===== config.mk =====
export PLATFORM = sky130hd
export DESIGN_NAME = ssc_top
export DESIGN_NICKNAME = d
export VERILOG_FILES = /design/src/design/ssc_top.v
export VERILOG_INCLUDE_DIRS = /design/src /design/src/design
export SDC_FILE = /design/constraint.sdc
export NUM_CORES = 2
export LEC_CHECK = 0
export ABC_AREA = 0
export BUFFER_PORTS_ARGS = -buffer_cell sky130_fd_sc_hd__buf_2
export CAP_MARGIN = 20
export CORE_ASPECT_RATIO = 1.2
export CORE_UTILIZATION = 57
export DETAILED_ROUTE_END_ITERATION = 10
export PLACE_DENSITY_LB_ADDON = 0.1
export SLEW_MARGIN = 20
export SYNTH_ARGS = -nofsm -noshare
export SYNTH_HDL_FRONTEND = slang
export SYNTH_SLANG_ARGS = --single-unit

===== constraint.sdc =====
create_clock -name ref_clk -period 6.15 [get_ports ref_clk]
set_input_delay 0.3075 -clock ref_clk [delete_from_list [all_inputs] [get_ports ref_clk]]
set_output_delay 0.3075 -clock ref_clk [all_outputs]
set_load 0.01 [all_outputs]

===== src/design/ssc_regs.vh =====
// Constants for the serial stream concentrator
`ifndef SSC_REGS_VH
`define SSC_REGS_VH
`define SSC_NCHIP 12
`define SSC_ADDR_W 4
`define SSC_IN_W 9
`define SSC_OUT_W 13
`define SSC_IN_DEPTH 8
`define SSC_OUT_DEPTH 16
`define SSC_DROP_W 8
`define SSC_IN_FRAME 4'ha
`define SSC_OUT_FRAME 4'he
`define SSC_LINE_IDLE 1'b1
`define SSC_START_BIT 1'b0
`define SSC_STOP_BIT 1'b1
`define SSC_CLK_MHZ 10
`define SSC_BIT_MBPS 10
`define SSC_CYC_PER_BIT (`SSC_CLK_MHZ / `SSC_BIT_MBPS)
`endif


===== src/design/ssc_top.v =====
// Serial stream concentrator: twelve chip receivers, merger, output link, control relay
`timescale 1ns/1ps
`include "ssc_regs.vh"

module ssc_fifo #(
  parameter W = 8,
  parameter DEPTH = 16,
  parameter AW = 4
) (
  input wire ref_clk,
  input wire rst_b,
  input wire in_valid,
  output wire in_ready,
  input wire [W-1:0] in_data,
  output wire out_valid,
  input wire out_ready,
  output wire [W-1:0] out_data
);
  reg [W-1:0] mem [0:DEPTH-1];
  reg [AW-1:0] wr_q;
  reg [AW-1:0] rd_q;
  // One bit wider than the pointers so full and empty stay apart
  reg [AW:0] cnt_q;
  wire push;
  wire pop;

  assign in_ready = (cnt_q != DEPTH[AW:0]);
  assign out_valid = (cnt_q != {(AW+1){1'b0}});
  assign out_data = mem[rd_q];
  assign push = in_valid && in_ready;
  assign pop = out_valid && out_ready;

  // Storage needs no reset; only the pointers and the count must start defined
  always @(posedge ref_clk) begin
    if (push) begin
      mem[wr_q] <= in_data;
    end
  end

  always @(posedge ref_clk) begin
    if (!rst_b) begin
      wr_q <= {AW{1'b0}};
      rd_q <= {AW{1'b0}};
      cnt_q <= {(AW+1){1'b0}};
    end else begin
      if (push) begin
        wr_q <= (wr_q == DEPTH[AW-1:0] - 1'b1) ? {AW{1'b0}} : wr_q + 1'b1;
      end
      if (pop) begin
        rd_q <= (rd_q == DEPTH[AW-1:0] - 1'b1) ? {AW{1'b0}} : rd_q + 1'b1;
      end
      cnt_q <= cnt_q + {{AW{1'b0}}, push} - {{AW{1'b0}}, pop};
    end
  end
endmodule // ssc_fifo

module ssc_top #(
  parameter NCHIP = `SSC_NCHIP,
  parameter IN_DEPTH = `SSC_IN_DEPTH,
  parameter IN_AW = 3,
  parameter OUT_DEPTH = `SSC_OUT_DEPTH,
  parameter OUT_AW = 4,
  parameter DROP_W = `SSC_DROP_W
) (
  input wire ref_clk,
  input wire rst_b,
  input wire [NCHIP-1:0] chip_ser_in,
  output reg merged_ser_out,
  input wire merged_link_hold,
  output wire [NCHIP*DROP_W-1:0] drop_count,
  input wire ctl_a_in,
  input wire ctl_b_in,
  output reg ctl_a_out,
  output reg ctl_b_out,
  input wire timestamp_counter_clear_in,
  output reg timestamp_counter_clear,
  output wire system_timing_clock
);
  localparam RX_IDLE = 1'b0;
  localparam RX_BITS = 1'b1;
  localparam TX_IDLE = 1'b0;
  localparam TX_SEND = 1'b1;

  wire [NCHIP-1:0] in_ok;
  wire [NCHIP*`SSC_IN_W-1:0] in_word;
  reg [NCHIP-1:0] in_pop;
  wire mrg_ready;
  reg mrg_valid;
  reg [`SSC_OUT_W-1:0] mrg_word;
  reg [`SSC_ADDR_W-1:0] rr_q;
  reg [`SSC_ADDR_W-1:0] pick;
  reg found;
  integer k;
  integer idx;

  // no flop can regenerate the system clock, so it is buffered straight out
  assign system_timing_clock = ref_clk;

  genvar g;
  generate
    for (g = 0; g < NCHIP; g = g + 1) begin : rx
      // Chips share our clock, so one sample per bit needs no oversampling
      reg state_q;
      reg [3:0] bit_q;
      reg [`SSC_IN_W:0] shf_q;
      reg push_q;
      reg [DROP_W-1:0] drop_q;
      wire ready;

      // one dedicated line per chip; 11-bit frames, start type data stop
      always @(posedge ref_clk) begin
        if (!rst_b) begin
          state_q <= RX_IDLE;
          bit_q <= 4'h0;
          shf_q <= {(`SSC_IN_W+1){1'b0}};
          push_q <= 1'b0;
        end else begin
          push_q <= 1'b0;
          case (state_q)
            RX_IDLE: begin
              // chips start frames on their own
              if (chip_ser_in[g] == `SSC_START_BIT) begin
                state_q <= RX_BITS;
                bit_q <= 4'h1;
              end
            end
            RX_BITS: begin
              shf_q <= {shf_q[`SSC_IN_W-1:0], chip_ser_in[g]};
              bit_q <= bit_q + 4'h1;
              if (bit_q == `SSC_IN_FRAME) begin
                state_q <= RX_IDLE;
                // A frame with a bad stop bit is discarded
                push_q <= (chip_ser_in[g] == `SSC_STOP_BIT);
              end
            end
            default: state_q <= RX_IDLE;
          endcase
        end
      end

      // full FIFO drops the new word and counts it, saturating
      // Saturation keeps a long overload from wrapping back to a small count
      always @(posedge ref_clk) begin
        if (!rst_b) begin
          drop_q <= {DROP_W{1'b0}};
        end else if (push_q && !ready && drop_q != {DROP_W{1'b1}}) begin
          drop_q <= drop_q + 1'b1;
        end
      end
      assign drop_count[g*DROP_W +: DROP_W] = drop_q;

      ssc_fifo #(
        .W(`SSC_IN_W),
        .DEPTH(IN_DEPTH),
        .AW(IN_AW)
      ) u_in_fifo (
        .ref_clk(ref_clk),
        .rst_b(rst_b),
        .in_valid(push_q),
        .in_ready(ready),
        .in_data(shf_q[`SSC_IN_W:1]),
        .out_valid(in_ok[g]),
        .out_ready(in_pop[g]),
        .out_data(in_word[g*`SSC_IN_W +: `SSC_IN_W])
      );
    end
  endgenerate

  // search starts after the last served chip
  always @* begin
    found = 1'b0;
    pick = rr_q;
    idx = 0;
    for (k = 1; k <= NCHIP; k = k + 1) begin
      idx = (rr_q + k) % NCHIP;
      if (!found && in_ok[idx]) begin
        found = 1'b1;
        pick = idx[`SSC_ADDR_W-1:0];
      end
    end
  end

  // merge the chosen word; prepend the 4-bit chip index
  always @* begin
    in_pop = {NCHIP{1'b0}};
    mrg_valid = found;
    mrg_word = {pick, in_word[pick*`SSC_IN_W +: `SSC_IN_W]};
    if (found && mrg_ready) begin
      in_pop[pick] = 1'b1;
    end
  end

  // Pointer starts on the last chip so chip 0 is served first after reset
  always @(posedge ref_clk) begin
    if (!rst_b) begin
      rr_q <= NCHIP[`SSC_ADDR_W-1:0] - 1'b1;
    end else if (found && mrg_ready) begin
      rr_q <= pick;
    end
  end

  wire out_ok;
  wire [`SSC_OUT_W-1:0] out_word;
  reg tx_state_q;
  reg [3:0] tx_cnt_q;
  reg [`SSC_OUT_W:0] tx_shf_q;
  wire tx_take;

  // Hold is looked at only between frames, never inside one
  assign tx_take = (tx_state_q == TX_IDLE) && out_ok && !merged_link_hold;

  // output buffer; a held link backs up into the input FIFOs
  ssc_fifo #(
    .W(`SSC_OUT_W),
    .DEPTH(OUT_DEPTH),
    .AW(OUT_AW)
  ) u_out_fifo (
    .ref_clk(ref_clk),
    .rst_b(rst_b),
    .in_valid(mrg_valid),
    .in_ready(mrg_ready),
    .in_data(mrg_word),
    .out_valid(out_ok),
    .out_ready(tx_take),
    .out_data(out_word)
  );

  // 15-bit frame, start addr type data stop, one bit per clock
  always @(posedge ref_clk) begin
    if (!rst_b) begin
      tx_state_q <= TX_IDLE;
      tx_cnt_q <= 4'h0;
      tx_shf_q <= {(`SSC_OUT_W+1){1'b0}};
      merged_ser_out <= `SSC_LINE_IDLE;
    end else begin
      case (tx_state_q)
        TX_IDLE: begin
          merged_ser_out <= `SSC_LINE_IDLE;
          if (tx_take) begin
            merged_ser_out <= `SSC_START_BIT;
            tx_shf_q <= {out_word, `SSC_STOP_BIT};
            tx_cnt_q <= 4'h1;
            tx_state_q <= TX_SEND;
          end
        end
        TX_SEND: begin
          // Hold only gates frame starts; a started frame always completes
          merged_ser_out <= tx_shf_q[`SSC_OUT_W];
          tx_shf_q <= {tx_shf_q[`SSC_OUT_W-1:0], `SSC_LINE_IDLE};
          tx_cnt_q <= tx_cnt_q + 4'h1;
          if (tx_cnt_q == `SSC_OUT_FRAME) begin
            tx_state_q <= TX_IDLE;
          end
        end
        default: tx_state_q <= TX_IDLE;
      endcase
    end
  end

  // bit-for-bit relay, own flops, no decoding; is left to chips
  // One register stage only: latency costs nothing on this path
  always @(posedge ref_clk) begin
    if (!rst_b) begin
      ctl_a_out <= `SSC_LINE_IDLE;
      ctl_b_out <= `SSC_LINE_IDLE;
    end else begin
      ctl_a_out <= ctl_a_in;
      ctl_b_out <= ctl_b_in;
    end
  end

  // one flop drives the shared clear line for all chips
  // Separate copies per bus could land on different edges and split the timestamps
  always @(posedge ref_clk) begin
    if (!rst_b) begin
      timestamp_counter_clear <= 1'b0;
    end else begin
      timestamp_counter_clear <= timestamp_counter_clear_in;
    end
  end
endmodule // ssc_top


==> impl_metrics.py <==
metrics = {
    "global_route": {
        "track_usage": 0.243,
        "grt_overflow": 0,
        "grt_pass1_vias": 37049,
        "grt_antenna_before_repair": 1,
        "grt_pass1_wl_um": 218000,
        "grt_start_max_net_pins": 118,
    },
    "pwr": {
        "leakage_nw": 26.0,
        "power_mw": 45.4,
        "irDropWorstVdd_mv": 2.31,
        "powerDensity_nw_per_um2": 604,
    },
    "floorplan": {
        "die_h_um": 375,
        "core_sq_um": 115000,
        "io_pins": 119,
        "die_x_um": 313,
        "rows": 136,
        "dieArea_sq_um": 117000,
        "start_util": 0.576,
    },
    "critical_path": {
        "worstPathRequired_ns": 6.95,
        "startpoint_type": "flip-flop",
        "slowest_stage": "mux4_2",
        "reg2reg_to": "rx[3].u_in_fifo.cnt_q[2]",
        "end_kind": "flip-flop",
        "slowest_delay_ns": 0.56,
        "worstPathArrival_ns": 6.74,
        "critical_path_class": "flip-flop to flip-flop",
        "r2r_slack_ns": 0.22,
        "reg2regPathDepth": 25,
        "worstReg2RegStart": "rr_q[2]",
        "crit_path_max_fanout": 10,
    },
    "detailed_routing": {
        "initialDrtViolationCount": 2787,
        "first_pass_iters": 6,
        "wire_per_inst_um": 22.0,
        "antenna_left": 0,
        "wirelength_um": 141000,
        "remaining_drc_errors": 0,
        "avgViaCountPerCell": 5.87,
        "via_count": 37663,
    },
    "synthesis": {
        "synth_seq_area_share": 0.634,
        "ys_types": 94,
        "synth_edf_count": 1072,
        "syn-instance-count": 4528,
        "synth_area_sq_um": 66200,
        "synth_ff_type": "edfxtp_1",
        "async_reset_ff_frac": 0,
        "synth-seq-cells": 1560,
        "synth_nets": 4762,
        "yosysWarnings": 0,
        "syn_area_per_cell_sq_um": 14.6,
    },
    "sta": {
        "drv_slew": 0,
        "max_freq_mhz": 169,
        "setup_tns_ns": 0,
        "tightest_slew_ns": 1.12,
        "whs_ns": 0.126,
        "fin_crit_ns": 5.93,
        "setup_viol": 0,
        "slew_headroom": 0.252,
        "timing_hold_violations_final": 0,
        "fin_worst_skew_ns": 0.0292,
        "min_period_over_period": 0.965,
        "fin_ws_ns": 0.217,
    },
    "final_layout": {
        "syn_to_final_growth_pct": 13.5,
        "layout-drive-gt1-share": 0.195,
        "final_cell_mix": "edfxtp_1, dfxtp_1, nand2_1",
        "layout.cells.non_filler": 6414,
        "antenna_cells": 0,
        "layout_commonest_cell": "edfxtp_1",
        "nets": 5003,
    },
    "place": {
        "place_congestion": 0.967,
        "placed_cells": 6102,
        "dp_hpwl_um": 93000,
        "io_buffers": 118,
        "dp_slack_ns": -0.120,
    },
    "cts": {
        "cts_tree": "built",
        "cts.clk_slew.worst_paths_ns": 0.07,
        "insertion_delay_ns": 0.91,
    },
    "worst_hold_path": {
        "hold_end": "ctl_b_out",
        "hold_start": "ctl_b_in",
        "holdCritPathClass": "input port to flip-flop",
        "holdPathStages": 3,
    },
    "job": {
        "drv_cap": 0,
    },
    "run_status": {
        "outcome": "completed",
    },
}
==> cell usage after synthesis, types with 81 or more instances <==
| cell | number | share of area |
|---|---|---|
| nor3_1 | 87 | 0.0066 |
| edfxtp_1 | 1072 | 0.49 |
| dfxtp_1 | 488 | 0.15 |
| nand3_1 | 81 | 0.0061 |
| clkbuf_1 | 136 | 0.0077 |
| and2_1 | 90 | 0.0085 |
| inv_1 | 145 | 0.0082 |
| nand2_1 | 305 | 0.017 |
| ha_1 | 203 | 0.038 |
| mux2i_1 | 245 | 0.037 |
| mux4_2 | 298 | 0.10 |
| a21oi_1 | 115 | 0.0087 |
| nor2_1 | 272 | 0.015 |
| nor2b_1 | 138 | 0.013 |
==> area by class of cell <==
class | count | area, sq um
flip-flops and latches | 1560 | 42000
clock inverters | 75 | 893
repair buffers | 281 | 1930
multi-input cells | 2617 | 23500
well taps | 1518 | 1900
fillers | 8229 | 39700
inverters | 154 | 592
clock buffers | 209 | 4370
==> flip-flops by register name, summed over array words and instances (netlist names), 5 cells and up, named ones only <==
signal	count
rx.push_q	12
rx.u_in_fifo.mem	864
rx.bit_q	48
tx_shf_q	14
rx.u_in_fifo.cnt_q	48
rx.drop_q	96
u_out_fifo.cnt_q	5
rx.shf_q	120
rx.state_q	12
rx.u_in_fifo.wr_q	36
u_out_fifo.mem	208
rx.u_in_fifo.rd_q	36
==> where the power goes <==
part | leakage, nW | internal, mW | switching (mW)
clock network | 2.57 | 5.75 | 3.93
registers | 13.9 | 14.9 | 0.389
logic | 9.62 | 7.48 | 12.9
total | 26.0 | 28.2 | 17.2
==> worst max-delay path, delay by kind of cell, from the launching register on <==
kind | cells | cell delay, ns
mux | 2 | 0.80
simple gates | 8 | 1.74
buf+inv | 5 | 0.49
fa+ha+maj | 5 | 1.26
compound gates | 3 | 0.86
flops | 1 | 0.38
xor+xnor | 2 | 0.29
==> metrics by stage <==
stage / instance area, sq um / util
after floorplan: 66200 / -
after global placement: 69400 / 0.604
after detailed placement: 69400 / 0.604
after CTS: 74900 / 0.652
after global routing: 75100 / 0.654
final: 75100 / 0.654
==> what timing repair did <==
action	CTS	global route
setup endpoints to repair	64	181
gates cloned	0	0
buffers inserted	0	9
hold endpoints to repair	177	0
gates resized for setup	5	47
hold buffers	19	0
pin swaps	0	12
==> routing by layer <==
layer	GRT usage	vias up	routed length, um
li1	-	17621	-
met2	0.410	826	70500
met1	0.325	18979	60800
met4	0.0815	2	3820
met3	0.0354	235	5890
met5	0	-	20
==> cells by family (layout without fill, tap and decap cells) <==
kind of cell	Yosys count	after routing	synth area share
and+or+nand+nor	1216	1216	0.0927
xor gates and xnor gates	131	131	0.0179
AOI/OAI and AO/OA	490	490	0.0506
muxes	564	564	0.142
adders and majority gates	216	216	0.0423
DFF	1560	1560	0.634
buffers and inverters	351	719	0.0205
==> how the worst max path moves through the flow <==
stage | slack [ns] | cells after the start | endpoint | startpoint
floorplan | 0.004 | 29 | rx[2].u_in_fifo.cnt_q[2] | rr_q[2]
global placement | -0.06 | 22 | u_out_fifo.mem[13][1] | rr_q[2]
detailed placement | -0.12 | 26 | rx[2].u_in_fifo.cnt_q[3] | rr_q[2]
CTS | 0.03 | 21 | u_out_fifo.mem[2][1] | rr_q[2]
global route | -0.02 | 25 | rx[3].u_in_fifo.cnt_q[2] | rr_q[2]
finish | 0.22 | 25 | rx[3].u_in_fifo.cnt_q[2] | rr_q[2]
Power figures use the tool's default switching activity.
